## src/logic/tpg_pkg.sv

```systemverilog
// Purpose: constants shared by the timer/pwm block
// Assumes: byte-wide register port, two channels
// Notes:   offsets are register byte addresses on the local port

package tpg_pkg;

	localparam int          NCH        = 2;
	localparam int          CW         = 16;

	// register offsets
	localparam logic [7:0]  A_CTRL     = 8'h00;
	localparam logic [7:0]  A_CNTH     = 8'h01;
	localparam logic [7:0]  A_CNTL     = 8'h02;
	localparam logic [7:0]  A_MODH     = 8'h03;
	localparam logic [7:0]  A_MODL     = 8'h04;
	localparam logic [7:0]  A_STAT     = 8'h05;
	localparam logic [7:0]  A_MASK     = 8'h06;
	// channel n occupies 8*A_CHBASE + 4*n .. +2 (A_CHBASE is matched against address bits 7:3)
	localparam logic [4:0]  A_CHBASE   = 5'h01;
	localparam logic [1:0]  CH_SC      = 2'h0;
	localparam logic [1:0]  CH_VH      = 2'h1;
	localparam logic [1:0]  CH_VL      = 2'h2;

	// control register fields
	localparam int          CTRL_EN    = 0;
	localparam int          CTRL_CENTER_ALIGNED_SELECT = 5;

	// status/mask: bit n is channel n, bit NCH is overflow
	localparam int          ST_OVF     = NCH;

	// channel status/control fields
	localparam int          SC_ELSA    = 2;
	localparam int          SC_ELSB    = 3;
	localparam int          SC_MODE    = 4;
	localparam int          SC_FLAG    = 7;

	// channel modes
	localparam logic [1:0]  MODE_OFF   = 2'h0;
	localparam logic [1:0]  MODE_OC    = 2'h1;
	localparam logic [1:0]  MODE_EPWM  = 2'h2;

	// counter values
	localparam logic [15:0] CNT_ZERO   = 16'h0000;
	localparam logic [15:0] CNT_ONE    = 16'h0001;
	localparam logic [15:0] CNT_FULL   = 16'hffff;
	localparam logic [15:0] VAL_RST    = 16'h0000;

endpackage

```

## src/logic/tpg_timer_pwm.sv

```systemverilog
// Purpose: 16-bit timer with output compare and edge-aligned pwm
// Assumes: one clock, synchronous reset, byte-wide register port
// Notes:   reads return data one cycle after the read strobe
//
// Operation
// - 16-bit counter: free, modulo, or up/down
// - modulus zero or all-ones means free running
// - counter reads never disturb counting
// - any counter byte write resets counter
// - compare match sets, clears or toggles pin
// - compare value moves after both bytes written
// - status/control write restarts byte pairing
// - compare match sets flag, may interrupt
// - edge pwm needs up-counting, centre select clear
// - modulus sets period, channel value duty
// - pulse spans overflow to compare match
// - select A inverts overflow and match levels
// - channel value zero gives zero duty
// - value above modulus gives full duty
// - channel byte writes land in buffer
// - pwm value moves at counter zero

`timescale 1ns/1ps
`default_nettype none

module tpg_timer_pwm (
	input  wire logic                    I_CORE_CLK,
	input  wire logic                    I_SRST,
	input  wire logic [7:0]              I_ADDR,
	input  wire logic [7:0]              I_WDATA,
	input  wire logic                    I_WR,
	input  wire logic                    I_RD,
	output var  logic [7:0]              O_RDATA,
	output var  logic [tpg_pkg::NCH-1:0] O_CH_PIN,
	output var  logic                    O_IRQ
);

	////////////////////////////////////////////////////////////////////
	// state

	typedef struct packed {
		logic [15:0]                   cnt;
		logic                          dir_down;
		logic                          en;
		logic                          center_aligned_select;
		logic [15:0]                   modulus;
		logic [tpg_pkg::NCH:0]         status;
		logic [tpg_pkg::NCH:0]         mask;
		logic [tpg_pkg::NCH-1:0][1:0]  mode;
		logic [tpg_pkg::NCH-1:0]       elsa;
		logic [tpg_pkg::NCH-1:0]       elsb;
		logic [tpg_pkg::NCH-1:0][15:0] val;
		logic [tpg_pkg::NCH-1:0][15:0] buff;
		logic [tpg_pkg::NCH-1:0]       hi_wr;
		logic [tpg_pkg::NCH-1:0]       lo_wr;
		logic [tpg_pkg::NCH-1:0]       pin;
		logic [7:0]                    rdata;
		logic                          irq;
	} tpg_state_t;

	tpg_state_t r;
	tpg_state_t next_r;

	////////////////////////////////////////////////////////////////////
	// address decode

	logic                  ch_hit;
	logic [0:0]            ch_sel;
	logic [1:0]            ch_reg;
	logic                  cnt_wr;
	logic                  free_run;
	logic [15:0]           top;
	logic                  wr_ctrl;
	logic                  wr_mod_hi;
	logic                  wr_mod_lo;
	logic                  wr_stat;
	logic                  wr_mask;

	// one strobe per common register keeps the next-state process flat
	assign wr_ctrl   = I_WR && (I_ADDR == tpg_pkg::A_CTRL);
	assign wr_mod_hi = I_WR && (I_ADDR == tpg_pkg::A_MODH);
	assign wr_mod_lo = I_WR && (I_ADDR == tpg_pkg::A_MODL);
	assign wr_stat   = I_WR && (I_ADDR == tpg_pkg::A_STAT);
	assign wr_mask   = I_WR && (I_ADDR == tpg_pkg::A_MASK);

	assign ch_hit = (I_ADDR[7:3] == tpg_pkg::A_CHBASE);
	assign ch_sel = I_ADDR[2];
	assign ch_reg = I_ADDR[1:0];
	assign cnt_wr = I_WR && (I_ADDR == tpg_pkg::A_CNTH ||
		I_ADDR == tpg_pkg::A_CNTL);

	// both extreme settings give the full 16-bit range
	assign free_run = (r.modulus == tpg_pkg::CNT_ZERO) ||
		(r.modulus == tpg_pkg::CNT_FULL);
	assign top = free_run ? tpg_pkg::CNT_FULL : r.modulus;

	////////////////////////////////////////////////////////////////////
	// per-channel value transfer and compare

	logic [tpg_pkg::NCH-1:0]       xfer;
	logic [tpg_pkg::NCH-1:0][15:0] eff_val;
	logic [tpg_pkg::NCH-1:0]       oc_match;
	logic [tpg_pkg::NCH-1:0]       pwm_match;
	logic [tpg_pkg::NCH-1:0]       pwm_start;
	logic [tpg_pkg::NCH-1:0]       ch_wr;
	logic                          cnt_is_zero;
	// per-channel next values, gathered by the main process
	logic [tpg_pkg::NCH-1:0]       ev_ch;
	logic [tpg_pkg::NCH-1:0]       pin_nx;
	logic [tpg_pkg::NCH-1:0][1:0]  mode_nx;
	logic [tpg_pkg::NCH-1:0]       elsa_nx;
	logic [tpg_pkg::NCH-1:0]       elsb_nx;
	logic [tpg_pkg::NCH-1:0][15:0] val_nx;
	logic [tpg_pkg::NCH-1:0][15:0] buff_nx;
	logic [tpg_pkg::NCH-1:0]       hi_nx;
	logic [tpg_pkg::NCH-1:0]       lo_nx;
	// per-channel read view
	logic [tpg_pkg::NCH-1:0][7:0]  ch_rd;

	assign cnt_is_zero = (r.cnt == tpg_pkg::CNT_ZERO);

	genvar g;
	generate
		for (g = 0; g < tpg_pkg::NCH; g++) begin : g_ch
			// pwm waits for the period start so a half-updated
			// duty never reaches the pin
			assign xfer[g] = r.hi_wr[g] && r.lo_wr[g] &&
				(r.mode[g] != tpg_pkg::MODE_EPWM ||
				cnt_is_zero);
			assign eff_val[g] = xfer[g] ? r.buff[g] : r.val[g];
			assign oc_match[g] = r.en &&
				(r.mode[g] == tpg_pkg::MODE_OC) &&
				(r.cnt == r.val[g]);
			// with centre select set the pwm channel just holds
			assign pwm_match[g] = r.en && !r.center_aligned_select &&
				(r.mode[g] == tpg_pkg::MODE_EPWM) &&
				(r.cnt == eff_val[g]);
			assign pwm_start[g] = r.en && !r.center_aligned_select && cnt_is_zero &&
				(r.mode[g] == tpg_pkg::MODE_EPWM);
			assign ch_wr[g] = I_WR && ch_hit && (ch_sel == 1'(g));

			always_comb begin
				pin_nx[g]  = r.pin[g];
				ev_ch[g]   = 1'b0;
				mode_nx[g] = r.mode[g];
				elsa_nx[g] = r.elsa[g];
				elsb_nx[g] = r.elsb[g];
				val_nx[g]  = r.val[g];
				buff_nx[g] = r.buff[g];
				hi_nx[g]   = r.hi_wr[g];
				lo_nx[g]   = r.lo_wr[g];
				if (oc_match[g]) begin
					ev_ch[g] = 1'b1;
					case ({r.elsb[g], r.elsa[g]})
						2'h1: pin_nx[g] = !r.pin[g];
						2'h2: pin_nx[g] = 1'b0;
						2'h3: pin_nx[g] = 1'b1;
						default: pin_nx[g] = r.pin[g];
					endcase
				end
				// match checked first: zero value means zero duty,
				// a value past the modulus never matches
				if (pwm_match[g]) begin
					ev_ch[g] = 1'b1;
					pin_nx[g] = r.elsa[g];
				end else if (pwm_start[g]) begin
					pin_nx[g] = !r.elsa[g];
				end
				if (xfer[g]) begin
					val_nx[g] = r.buff[g];
					hi_nx[g] = 1'b0;
					lo_nx[g] = 1'b0;
				end
				if (ch_wr[g]) begin
					case (ch_reg)
						tpg_pkg::CH_SC: begin
							mode_nx[g] = I_WDATA[tpg_pkg::SC_MODE +: 2];
							elsa_nx[g] = I_WDATA[tpg_pkg::SC_ELSA];
							elsb_nx[g] = I_WDATA[tpg_pkg::SC_ELSB];
							hi_nx[g] = 1'b0;
							lo_nx[g] = 1'b0;
						end
						tpg_pkg::CH_VH: begin
							buff_nx[g][15:8] = I_WDATA;
							hi_nx[g] = 1'b1;
						end
						tpg_pkg::CH_VL: begin
							buff_nx[g][7:0] = I_WDATA;
							lo_nx[g] = 1'b1;
						end
						default: begin
						end
					endcase
				end
			end

			// read view: active value, never the buffer
			always_comb begin
				ch_rd[g] = 8'h00;
				case (ch_reg)
					tpg_pkg::CH_SC: begin
						ch_rd[g][tpg_pkg::SC_MODE +: 2] = r.mode[g];
						ch_rd[g][tpg_pkg::SC_ELSA] = r.elsa[g];
						ch_rd[g][tpg_pkg::SC_ELSB] = r.elsb[g];
						ch_rd[g][tpg_pkg::SC_FLAG] = r.status[g];
					end
					tpg_pkg::CH_VH: ch_rd[g] = r.val[g][15:8];
					tpg_pkg::CH_VL: ch_rd[g] = r.val[g][7:0];
					default: ch_rd[g] = 8'h00;
				endcase
			end
		end
	endgenerate

	////////////////////////////////////////////////////////////////////
	// counter

	logic [15:0]           cnt_nx;
	logic                  dir_nx;
	logic                  ovf;

	always_comb begin
		cnt_nx = r.cnt;
		dir_nx = r.dir_down;
		ovf = 1'b0;
		if (r.en) begin
			if (!r.center_aligned_select) begin
				dir_nx = 1'b0;
				if (r.cnt == top) begin
					cnt_nx = tpg_pkg::CNT_ZERO;
					ovf = 1'b1;
				end else begin
					cnt_nx = r.cnt + tpg_pkg::CNT_ONE;
				end
			end else if (r.dir_down) begin
				if (cnt_is_zero) begin
					dir_nx = 1'b0;
					cnt_nx = tpg_pkg::CNT_ONE;
					ovf = 1'b1;
				end else begin
					cnt_nx = r.cnt - tpg_pkg::CNT_ONE;
				end
			end else if (r.cnt >= top) begin
				dir_nx = 1'b1;
				cnt_nx = r.cnt - tpg_pkg::CNT_ONE;
			end else begin
				cnt_nx = r.cnt + tpg_pkg::CNT_ONE;
			end
		end
		// data written to the counter is thrown away
		if (cnt_wr) begin
			cnt_nx = tpg_pkg::CNT_ZERO;
			dir_nx = 1'b0;
		end
	end

	////////////////////////////////////////////////////////////////////
	// next state

	always_comb begin
		logic [tpg_pkg::NCH:0] ev;
		logic [tpg_pkg::NCH:0] clr;
		next_r = r;
		ev = '0;
		clr = '0;
		next_r.rdata = 8'h00;
		next_r.cnt = cnt_nx;
		next_r.dir_down = dir_nx;

		// channels
		next_r.pin   = pin_nx;
		next_r.mode  = mode_nx;
		next_r.elsa  = elsa_nx;
		next_r.elsb  = elsb_nx;
		next_r.val   = val_nx;
		next_r.buff  = buff_nx;
		next_r.hi_wr = hi_nx;
		next_r.lo_wr = lo_nx;
		ev[tpg_pkg::NCH-1:0] = ev_ch;
		ev[tpg_pkg::ST_OVF] = ovf;

		// control and common registers
		if (wr_ctrl) begin
			next_r.en = I_WDATA[tpg_pkg::CTRL_EN];
			next_r.center_aligned_select = I_WDATA[tpg_pkg::CTRL_CENTER_ALIGNED_SELECT];
		end
		// modulus bytes act one at a time, no pairing
		if (wr_mod_hi) begin
			next_r.modulus[15:8] = I_WDATA;
		end
		if (wr_mod_lo) begin
			next_r.modulus[7:0] = I_WDATA;
		end
		if (wr_stat) begin
			clr = I_WDATA[tpg_pkg::NCH:0];
		end
		if (wr_mask) begin
			next_r.mask = I_WDATA[tpg_pkg::NCH:0];
		end
		// an event in the clearing cycle survives the clear
		next_r.status = (r.status & ~clr) | ev;
		next_r.irq = |(next_r.status & next_r.mask);

		// read data, present only in the cycle after the strobe
		if (I_RD) begin
			if (ch_hit) begin
				next_r.rdata = ch_rd[ch_sel];
			end else begin
				case (I_ADDR)
					tpg_pkg::A_CTRL: begin
						next_r.rdata[tpg_pkg::CTRL_EN] = r.en;
						next_r.rdata[tpg_pkg::CTRL_CENTER_ALIGNED_SELECT] = r.center_aligned_select;
					end
					// live value, no side effect on counting
					tpg_pkg::A_CNTH: next_r.rdata = r.cnt[15:8];
					tpg_pkg::A_CNTL: next_r.rdata = r.cnt[7:0];
					tpg_pkg::A_MODH: next_r.rdata = r.modulus[15:8];
					tpg_pkg::A_MODL: next_r.rdata = r.modulus[7:0];
					tpg_pkg::A_STAT:
						next_r.rdata[tpg_pkg::NCH:0] = r.status;
					tpg_pkg::A_MASK:
						next_r.rdata[tpg_pkg::NCH:0] = r.mask;
					default: next_r.rdata = 8'h00;
				endcase
			end
		end
	end

	////////////////////////////////////////////////////////////////////
	// registers

	always_ff @(posedge I_CORE_CLK) begin
		if (I_SRST) begin
			r <= '0;
		end else begin
			r <= next_r;
		end
	end

	assign O_RDATA  = r.rdata;
	assign O_CH_PIN = r.pin;
	assign O_IRQ    = r.irq;

endmodule

`default_nettype wire

```

## config.mk

```make
export PLATFORM = sky130hd
export DESIGN_NAME = tpg_timer_pwm
export DESIGN_NICKNAME = d
export VERILOG_FILES = /design/src/logic/tpg_pkg.sv /design/src/logic/tpg_timer_pwm.sv
export SDC_FILE = /design/constraint.sdc
export NUM_CORES = 1
export LEC_CHECK = 0
export BUFFER_PORTS_ARGS = -buffer_cell sky130_fd_sc_hd__buf_2
export CAP_MARGIN = 20
export CORE_MARGIN = 1.5
export CORE_UTILIZATION = 25
export DETAILED_ROUTE_END_ITERATION = 6
export HOLD_SLACK_MARGIN = 0.05
export PLACE_DENSITY = 0.52
export SKIP_LAST_GASP = 1
export SYNTH_ARGS = -nofsm -noshare
export SYNTH_HDL_FRONTEND = slang
export SYNTH_SLANG_ARGS = --single-unit
```

## constraint.sdc

```tcl
create_clock -name I_CORE_CLK -period 3.6 [get_ports I_CORE_CLK]
set_clock_uncertainty 0.1 [all_clocks]
set_input_delay 0.72 -clock I_CORE_CLK [delete_from_list [all_inputs] [get_ports I_CORE_CLK]]
set_output_delay 0.72 -clock I_CORE_CLK [all_outputs]
set_load 0.01 [all_outputs]
```

* Word level (Yosys, flattened, before mapping)
Index checks and enable logic that the tools add are counted. W data, S select, Z words.
Storage, ports and cells: register bits 128
Cells by class: reduce and logical (&&, ||, !) cells 53, magnitude comparators 2, add/sub/neg operators 2, bitwise operators 6, equal/unequal tests 27, muxes and demuxes 59
Operators by type and width (count):
- $mux W16 | 8
- $eq A16 B16 Y1 | 5
- $logic_not A16 Y1 | 2
- $mux W1 | 27
- $logic_and A1 B1 Y1 | 25
- $eq A8 B3 Y1 const B | 3
- $mux W8 | 3
- $pmux W4 S3 | 2
- $add A16 B1 Y16 const B | 1
- $eq A16 B16 Y1 const B | 1
- $eq A8 B2 Y1 const B | 2
- $ge A16 B16 Y1 | 1
- $pmux W2 S4 | 2
- $reduce_and A2 Y1 | 8
- $sub A16 B1 Y16 const B | 1
- $eq A2 B2 Y1 const B | 7
- $pmux W1 S2 | 6
- $pmux W1 S3 | 4
- $pmux W2 S6 | 1
- $eq A2 B1 Y1 const B | 5
- $reduce_bool A5 Y1 | 2
- $eq A8 B1 Y1 const B | 1
- $logic_not A8 Y1 | 1
- $pmux W2 S2 | 2
- 16 further kinds | 29

* Logic depth before layout (Yosys ltp)
Gate-level depths: netlist (run 1).
depth in word-level cells 10, mapped depth 16, gate-level depth less buffers 14

* Worst setup path after synthesis (run 1)
Ideal clock, no wire load.
path type register to register, start point register r[108] (netlist name), end point register r[113] (netlist name), required time 3363 ps, arrival time 3406 ps, slack -43 ps, period minus slack after synthesis 3643 ps, library setup time 137 ps, stages on the path, launching flop included 16, buffers on the path 1, path through dfxtp_1 > nand4_1 > or4_1 > nand2_1 > clkbuf_1 > nor2_1 > ha_1 > a21o_1 > a21o_1 > a21oi_1 > o211ai_1 > nand2b_1 > nor2_1 > mux2_2 > a221oi_1 > a211oi_1
Between the ends: longest elaborated chain between the ends 7, elaborated cells between the ends (all ways) 10
Ends and longest elaborated chain:
- start, declared | line tpg_timer_pwm.sv:61 | tpg_state_t r;
- start signal, assigned | line tpg_timer_pwm.sv:336 | r <= next_r;
- $eq A16 B16 Y1 / $logic_not A16 Y1 (equally long branches) | line tpg_timer_pwm.sv:94, tpg_timer_pwm.sv:93
- $logic_or A1 B1 Y1 | line tpg_timer_pwm.sv:93 | assign free_run = (r.modulus == tpg_pkg::CNT_ZERO) ||
- $mux W16 * | line tpg_timer_pwm.sv:95 | assign top = free_run ? tpg_pkg::CNT_FULL : r.modulus;
- $ge A16 B16 Y1 | line tpg_timer_pwm.sv:243 | end else if (r.cnt >= top) begin
- $mux W16 | line tpg_timer_pwm.sv:243
- $mux W16 | line tpg_timer_pwm.sv:235 | end else if (r.dir_down) begin
- $mux W16 * | line tpg_timer_pwm.sv:227 | if (!r.center_aligned_select) begin
Every way passes the cells marked *; elsewhere a longest branch is shown, timed or not. A chain may end at the register's enable or synchronous reset.

* Worst setup path in the final report (run 1)
start point register r[105] (netlist name), end point register r[114] (netlist name)
Same word-level chain as after synthesis.

==> out/qor.txt, run 1 <==
yosys warns: 0
Syn Area/Cell: 7.73 sq um
Worst-path clk slew: 0.07 ns
Min Hold Slack: 0.364 ns
critical path class: reg2reg
CP startpoint: r[105]
pin count of the biggest net entering global routing: 43
dpl cells: 1395
Switching Power: 901 uW
placer congestion estimate: 0.937
chip height: 178 um
Die ar.: 31800 sq um
final instance area: 9250 sq um
start point of the worst hold path: r[46]
most frequent cells in the layout: nand2_1, dfxtp_1, a21oi_1
vias in the first global route: 7066
total gr overflow: 0
routed vias: 7794
H-tree depth: 4
period utilization: 96.6%
crit end category: flop
Syn-to-layout area delta: 20.6%
Sw Ratio: 27.0%
ANT cells: 0
floorplan row count: 63
PwrDens: 361 nW/um^2
Vias/cell: 5.44
FFs w/ async S/R, synth: 0%
Peak supply drop: 238 uV
Longest Clk Path Bufs: 2
first-pass GRT wire length: 43.3 mm
average wire per standard cell: 20.1 um
Mapped Nets: 1039
Post-synth EDFFs: 0
M3 GR Usage: 3.07%
CP Launch Type: flop
post-synthesis register bit count: 128
DRC: 3
# nets final: 1077
Internal: 2.44 mW
Routed Antenna Nets: 0
Mapped Area: 7670 sq um
Die W: 178 um
met2 Usage GRT: 27.2%
most common cell after layout, fill and taps aside: nand2_1
drt first pass iters: 7
initial drt markers: 1076
Util after Layout: 30.9%
critical path's slowest cell: nor4_4
Global Route Usage Sum: 18.2%
R2R cell count: 17
final setup vio count: 0
Main synth FF type: dfxtp_1
CTS root buf: clkbuf_16
cts bufs inserted: 17
WP data required: 3.82 ns
count of cell types in the netlist: 68
cell-by-cell trace of the critical path: buf_4, nor4_1, nand4_1, nand2_4, buf_6, nor2_1, ha_1, nand4_1, nor4_4, nor2_1, o211ai_1, nand2b_4, buf_6, nor2_4, a221oi_1, nor2_1, o221a_2
Worst Tran Pin Value: 0.653 ns
RSZ-0062 raised after global routing: true
clk_lat worst skew: 0.44 ns
Slew headroom: 56.4%
Worst Hold Class: reg2reg
I/O pins: 31
f_max: 288 MHz
share of layout cells above drive strength 1: 17.8%
Starting Density: 25.6%
instance count of the mapped netlist: 993
r2r startpoint: r[105]
Hold Path Cell Cnt: 2
FILL cells: 3185
Static Leak: 3.69 nW
Port-buffer cells: 30
busiest grt layer: met2
TritonCTS clock tree: built
Slew Viols, Final: 0
CP Max Fanout: 8
Core Box Area: 30000 sq um
worst path arrival time: 3.70 ns
initial antenna violation count: 0
combinational power share: 5.4%
Post-Route WL: 28.8 mm
status: finished with violations
power share of the clock group: 52.0%
Worst path most repeated cell: nor2_1
area post-placement: 8470 sq um
failing checks: design-rule violations
Max stage delay on crit path: 0.34 ns
Post-Layout Cell Count: 1434
placed wire-length estimate: 20.3 mm
Flop pwr share: 42.6%
Seq/Total Area, Yosys: 33.4%
Period minus WS final: 3.48 ns
GR Layer Usage met1: 26.4%
number of max-cap violations: 0
CTS sink count: 128
final hold viol count: 0
## cells by family after synthesis
logic type	count (synthesis)	synth area share, %
and+or+nand+nor	404	25.5
buffers and inverters	108	6.23
adders and majority gates	26	4.24
AOI/OAI and AO/OA	241	20.3
xor gates and xnor gates	57	6.50
muxes	29	3.81
DFF	128	33.4
## Yosys cell counts, types with 3 or more instances
| cell | instances | area share [%] |
|---|---|---|
| nor2b_1 | 9 | 0.73 |
| buf_2 | 7 | 0.46 |
| nand3_1 | 75 | 4.9 |
| and4_1 | 3 | 0.34 |
| o32ai_1 | 3 | 0.34 |
| clkbuf_1 | 65 | 3.2 |
| o22ai_1 | 12 | 0.98 |
| nand3b_1 | 5 | 0.49 |
| nand2b_1 | 7 | 0.57 |
| nor3_1 | 22 | 1.4 |
| dfxtp_1 | 128 | 33 |
| buf_1 | 4 | 0.20 |
| a211oi_1 | 7 | 0.68 |
| o211ai_1 | 3 | 0.29 |
| a21o_1 | 4 | 0.39 |
| o2111ai_1 | 3 | 0.34 |
| buf_6 | 3 | 0.44 |
| xor2_1 | 33 | 3.8 |
| or3_1 | 4 | 0.33 |
| inv_1 | 18 | 0.88 |
| a221oi_1 | 16 | 1.8 |
| xnor2_1 | 24 | 2.7 |
| nor2_1 | 74 | 3.6 |
| a222oi_1 | 16 | 2.1 |
| mux2i_1 | 27 | 3.5 |
| a22oi_1 | 12 | 1.2 |
| buf_4 | 11 | 1.1 |
| nand4_1 | 14 | 1.1 |
| nor4_1 | 12 | 0.98 |
| or2_2 | 5 | 0.41 |
| and3_1 | 10 | 0.82 |
| a31oi_1 | 6 | 0.49 |
| nand2_1 | 146 | 7.1 |
| o21ai_0 | 15 | 0.98 |
| ha_1 | 26 | 4.2 |
| and2_1 | 5 | 0.41 |
| a21oi_1 | 120 | 7.8 |
## timing repair
item	4_1_cts	5_1_grt
gates cloned	0	2
buffers inserted	0	5
pin swaps	0	23
gates resized for setup	5	37
endpoints found under the setup margin	9	16
hold buffers	0	0
## registers in the layout, indices dropped and copies added, names as in the netlist
register and flops:
r 117, O_CH_PIN 2, O_IRQ 1, O_RDATA 8
## power groups by stage
stage | registers, mW | logic, mW | clock network (mW)
after floorplan | 1.45 | 0.107 | 0
after global placement | 1.45 | 0.176 | 0
after detailed placement | 1.45 | 0.175 | 0
after CTS | 1.42 | 0.176 | 1.75
after global routing | 1.42 | 0.192 | 1.81
final | 1.42 | 0.182 | 1.74
## path summary, 6_finish.rpt
path	to	slack [ns]
max	r[114]	0.12
min	r[46]	0.36
max reg2reg	r[114]	0.12
min reg2reg	r[46]	0.36
## critical path, delay by kind of cell (launching register included)
family	cells	cell delay [ns]
flops	1	0.31
compound gates	3	0.70
buf+inv	3	0.39
fa+ha+maj	1	0.29
simple gates	10	1.60
## through the flow
step / TNS (ns) / setup slack [ns] / power (mW)
floorplan: -0.0156 / -0.0156 / 1.56
global placement: -0.00966 / -0.00966 / 1.63
detailed placement: -0.218 / -0.0790 / 1.63
CTS: -0.0226 / -0.0226 / 3.35
global route: -1.15 / -0.131 / 3.43
finish: 0 / 0.122 / 3.34
## metal layers
metal / wire, um / part of all wire [%]
met1: 13300 / 46
met5: 0 / 0
met2: 12500 / 44
met4: 536 / 1.9
met3: 2390 / 8.3
## final cells by class
class,count,area [sq um],share of cell area (%)
clock buffer,17,425,4.60
inverter,18,67.6,0.730
clock inverter,15,145,1.57
sequential,128,2570,27.7
tap,390,488,5.27
timing repair buffer,108,773,8.36
multi-input combinational,758,4790,51.7
Note: power is estimated with default switching activity, not from simulation.
==> run 2, diff against run 1 <==
--- a/config.mk
+++ b/config.mk
@@ -7,8 +7,10 @@
 export LEC_CHECK = 0
 export BUFFER_PORTS_ARGS = -buffer_cell sky130_fd_sc_hd__buf_2
 export CAP_MARGIN = 20
+export CORE_ASPECT_RATIO = 2
 export CORE_MARGIN = 1.5
 export CORE_UTILIZATION = 25
+export CTS_CLUSTER_SIZE = 25
 export DETAILED_ROUTE_END_ITERATION = 6
 export HOLD_SLACK_MARGIN = 0.05
 export PLACE_DENSITY = 0.52
==> run 2 against run 1 <==
  * The run still ends with design-rule violations left
  * Clock-buffer cell count rose by 3
  * Sequential power about the same
  * Maximum frequency shrank 1.3%
  * Setup slack worse by 0.046 ns
  * Non-clock buffer count is 9 higher
  * Critical path type unchanged
  * Largest power group unchanged
==> out/qor.txt, run 2 (synthesis gave the netlist of run 1 again) <==
placed wire-length estimate: 23.3 mm
H-tree depth: 4
clk_lat worst skew: 0.44 ns
Hold Path Cell Cnt: 2
Core Box Area: 30200 sq um
failing checks: design-rule violations
RSZ-0062 raised after global routing: true
status: finished with violations
Post-Layout Cell Count: 1418
Worst Hold Class: reg2reg
worst r2r dst: r[113]
critical path class: reg2reg
initial antenna violation count: 0
pin count of the biggest net entering global routing: 66
dpl cells: 1385
Slew Viols, Final: 0
FF-to-FF setup slack: 0.08 ns
setup_tns: 0 ns
Vias/cell: 5.45
routed vias: 7730
Die ar.: 31800 sq um
r2r startpoint: r[99]
Largest register FFs: 117
Die W: 127 um
initial drt markers: 747
Static Leak: 3.70 nW
most frequent cells in the layout: nand2_1, dfxtp_1, a21oi_1
Starting Density: 25.4%
Util after Layout: 30.6%
final setup vio count: 0
chip height: 251 um
final hold viol count: 0
share of layout cells above drive strength 1: 18.3%
Post-Route WL: 30.6 mm
worst path arrival time: 3.72 ns
CTS sink count: 128
Biggest register: r
# nets final: 1085
f_max: 284 MHz
WP data required: 3.79 ns
CTS root buf: clkbuf_16
Global Route Usage Sum: 19.3%
total gr overflow: 0
Period minus WS final: 3.52 ns
I/O pins: 31
ANT cells: 0
CP Max Fanout: 5
number of max-cap violations: 0
total power: 3.28 mW
R2R cell count: 16
Port-buffer cells: 30
CP Launch Type: flop
start point of the worst hold path: r[29]
vias in the first global route: 7522
first-pass GRT wire length: 45.2 mm
Longest Clk Path Bufs: 2
Routed Antenna Nets: 0
TritonCTS clock tree: built
cts bufs inserted: 17
Peak supply drop: 237 uV
Worst-path clk slew: 0.06 ns
period utilization: 97.9%
Syn-to-layout area delta: 20.2%
DRC: 2
Slew headroom: 45.5%
most common cell after layout, fill and taps aside: nand2_1
floorplan row count: 90
Worst Tran Pin Value: 0.817 ns
crit end category: flop
average wire per standard cell: 21.6 um
PwrDens: 356 nW/um^2
Hold Path End: r[29]
placer congestion estimate: 0.970
drt first pass iters: 7
-- run 2: cell types whose count changed in the layout (fill, tap and decap cells not counted), moves of 3 or more --
cell,before,now
nor4_1,11,7
nor2_1,69,73
clkbuf_8,0,3
buf_4,72,86
buf_6,6,1
clkinvlp_4,1,4
inv_6,7,0
nor4_2,1,5
-- run 2: repair_timing --
action	4_1_cts	5_1_grt
hold buffers	0	0
resized for setup	7	22
hold endpoints to repair	0	0
pin swaps	0	6
buffers inserted	0	2
cloned	0	1
endpoints found under the setup margin	9	15
-- run 2: per-layer routing --
layer  wire [um]  share of wire [%]  GRT usage (%)
met5           0                  0              0
met4        2920                9.6           18.1
met3        1550                5.1           3.47
met2       16300                 53           35.6
met1        9880                 32           17.3
-- run 2: area by class of cell --
cell class                      count  area, sq um
Clock buffer                       20          467
Clock inverter                     10         88.8
Fill cell                        3243        21000
Inverter                           18         67.6
Multi-Input combinational cell    757         4760
Sequential cell                   128         2570
Tap cell                          368          460
Timing Repair Buffer              117          807
-- run 2: how the worst max path moves through the flow --
stage | from | to | slack [ns] | cells after the start
floorplan | r[108] | r[117] | -0.02 | 15
global placement | r[100] | r[113] | -0.12 | 16
detailed placement | r[100] | r[124] | -0.17 | 15
CTS | r[100] | r[113] | 0.02 | 16
global route | r[102] | r[113] | -0.1 | 17
finish | r[99] | r[113] | 0.08 | 16
-- run 2: power breakdown --
part	internal, mW	switching (mW)
Clock	0.989	0.668
Combinational	0.0555	0.143
Sequential	1.42	0.00436
Total	2.46	0.816
-- run 2: through the flow --
stage / hold WS (ns) / setup slack (ns) / instance area [sq um]
detailed placement: 0.353 / -0.174 / 8520
floorplan: 0.336 / -0.0156 / 7680
finish: 0.361 / 0.0765 / 9220
CTS: 0.360 / 0.0160 / 9100
global route: 0.381 / -0.0996 / 9220
global placement: 0.351 / -0.118 / 8520
-- run 2: worst max-delay path: stages (launching register included) --
cell	delay [ns]
dfxtp_2	0.33
nand4_1	0.10
or4_4	0.57
nand2_4	0.10
buf_6	0.12
nor2_1	0.04
ha_1	0.29
a21o_1	0.16
a21o_1	0.18
a21oi_2	0.13
o211ai_1	0.15
nand2b_4	0.18
buf_4	0.14
nor2_4	0.17
mux2_4	0.32
a221oi_2	0.26
a211oi_2	0.05
==> run 3, diff against run 2 <==
--- a/config.mk
+++ b/config.mk
@@ -14,7 +14,6 @@
 export DETAILED_ROUTE_END_ITERATION = 6
 export HOLD_SLACK_MARGIN = 0.05
 export PLACE_DENSITY = 0.52
-export SKIP_LAST_GASP = 1
 export SYNTH_ARGS = -nofsm -noshare
 export SYNTH_HDL_FRONTEND = slang
 export SYNTH_SLANG_ARGS = --single-unit
==> constraint.sdc (replaced) <==
create_clock -name I_CORE_CLK -period 3 [get_ports I_CORE_CLK]
set_clock_uncertainty 0.1 [all_clocks]
set_input_delay 0.6 -clock I_CORE_CLK [delete_from_list [all_inputs] [get_ports I_CORE_CLK]]
set_output_delay 0.6 -clock I_CORE_CLK [all_outputs]
set_load 0.01 [all_outputs]
==> run 3 against run 2 <==
  * The run ends with negative setup slack left
  * Sequential share of layout area fell by 2.2 points
  * Total power rose by 25%
  * Die area did not move
  * Utilization rose by 2.7 points
  * Cell area rose by 8.8%
==> out/qor.txt, run 3 (synthesis gave the netlist of run 1 again) <==
placed wire-length estimate: 24.9 mm
Worst Hold Class: reg2reg
combinational power share: 6.5%
critical path class: reg2reg
status: finished with violations
Internal: 3.06 mW
pin count of the biggest net entering global routing: 70
final setup vio count: 17
Port-buffer cells: 30
Switching Power: 1.04 mW
DRC: 0
Vias/cell: 5.45
Top delay family on crit path: compound AO/OA/AOI/OAI gates
TritonCTS clock tree: built
worst r2r dst: r[116]
I/O pins: 31
CP Launch Type: flop
Starting Density: 25.4%
Longest Clk Path Bufs: 2
average wire per standard cell: 22.0 um
CTS sink count: 128
failing checks: negative setup slack
FILL cells: 3204
FF-to-FF setup slack: -0.52 ns
most frequent cells in the layout: nand2_1, buf_4, dfxtp_1
first-pass GRT wire length: 48.1 mm
H-tree depth: 4
Sw Ratio: 25.4%
most common cell after layout, fill and taps aside: nand2_1
placer congestion estimate: 0.990
RSZ-0062 raised after global routing: true
Die ar.: 31800 sq um
CTS root buf: clkbuf_16
Hold Path Cell Cnt: 2
clk_lat worst skew: 0.45 ns
Flop pwr share: 41.7%
cell-by-cell trace of the critical path: nand4_1, or4_4, nand2_4, buf_6, nor2_2, ha_1, nor2b_1, o211ai_1, a21boi_1, o21ai_2, a221o_1, buf_4, a21oi_4, buf_12, nor2_1, o31ai_1, a21oi_1
cts bufs inserted: 17
CP Max Fanout: 10
Global Route Usage Sum: 20.5%
Bufs and invs on worst path: 3
final hold viol count: 0
power share of the clock group: 51.9%
initial drt markers: 698
total gr overflow: 0
Post-Route WL: 32.5 mm
Crit path depth: 17
Worst-path clk slew: 0.06 ns
Die W: 127 um
crit end category: flop
PwrDens: 408 nW/um^2
Routed Antenna Nets: 0
# nets final: 1145
setup ws final: -0.523 ns
number of max-cap violations: 0
Biggest register: r
drt first pass iters: 6
f_max: 284 MHz
share of layout cells above drive strength 1: 26.1%
Peak supply drop: 317 uV
Hold Path End: r[46]
start point of the worst hold path: r[46]
r2r startpoint: r[93]
critical path's slowest cell: or4_4
Static Leak: 4.10 nW
routed vias: 8073
worst path arrival time: 3.75 ns
setup_tns: -6.37 ns
floorplan row count: 90
Min Hold Slack: 0.373 ns
initial antenna violation count: 0
period utilization: 117%
Syn-to-layout area delta: 30.7%
Core Box Area: 30200 sq um
Worst Tran Pin Value: 0.968 ns
vias in the first global route: 8065
WP data required: 3.22 ns
ANT cells: 0
Max stage delay on crit path: 0.55 ns
Period minus WS final: 3.52 ns
chip height: 251 um
Slew Viols, Final: 0
Largest register FFs: 117
Slew headroom: 35.4%
R2R cell count: 17
run 3: area by class of cell:
cell class	instances	area [sq um]	area share (%)
Multi-Input combinational cell	758	4970	49.5
Sequential cell	128	2580	25.7
Timing Repair Buffer	176	1370	13.6
Tap cell	368	460	4.59
Clock buffer	20	457	4.55
Clock inverter	12	133	1.32
Inverter	18	67.6	0.674
run 3: how the worst max path moves through the flow:
stage	from	end	slack, ns
after floorplan	r[99]	r[114]	-0.30
after global placement	r[100]	r[124]	-0.68
after detailed placement	r[100]	r[124]	-0.73
after CTS	r[99]	r[124]	-0.46
after global routing	r[96]	r[126]	-0.69
final	r[93]	r[116]	-0.52
run 3: power groups by stage:
stage                     sequential [mW]  combinational, mW  clock (mW)
after floorplan                      1.74              0.129           0
after global placement               1.75              0.252           0
after detailed placement             1.75              0.251           0
after CTS                            1.71              0.256        2.16
after global routing                 1.71              0.278        2.21
final                                1.71              0.264        2.12
run 3: repair_timing:
action | 4_1_cts | 5_1_grt
cloned | 1 | 0
setup buffers | 6 | 6
hold buffers | 0 | 0
endpoints found under the setup margin | 20 | 22
pin swaps | 13 | 22
gates resized for setup | 36 | 38
run 3: metrics by stage:
stage | cells | power, mW | instance area, sq um | util (%) | setup slack [ns]
after detailed placement | 1436 | 2.00 | 9020 | 29.9 | -0.733
after global routing | 1480 | 4.20 | 10000 | 33.2 | -0.685
after CTS | 1474 | 4.12 | 9810 | 32.5 | -0.462
after global placement | 1436 | 2.00 | 9020 | 29.9 | -0.685
final | 1480 | 4.10 | 10000 | 33.2 | -0.523
after floorplan | 993 | 1.87 | 7770 | - | -0.303
run 3: worst register-to-register path, delay by kind of cell, from the launching register on:
family	cells	cell delay, ns
buffers and inverters	3	0.43
AO/OA/AOI/OAI	7	1.26
AND/OR/NAND/NOR	6	0.98
flip-flops	1	0.35
adder cells (fa/ha/maj)	1	0.28
run 3: per-layer routing:
| layer | vias to the layer above | GRT usage (%) | share of wire [%] |
|---|---|---|---|
| li1 | 3776 | - | - |
| met1 | 3802 | 18.6 | 32 |
| met2 | 337 | 38.4 | 53 |
| met3 | 158 | 3.06 | 4.6 |
| met4 | 0 | 18.9 | 10 |
| met5 | - | 0 | 0 |
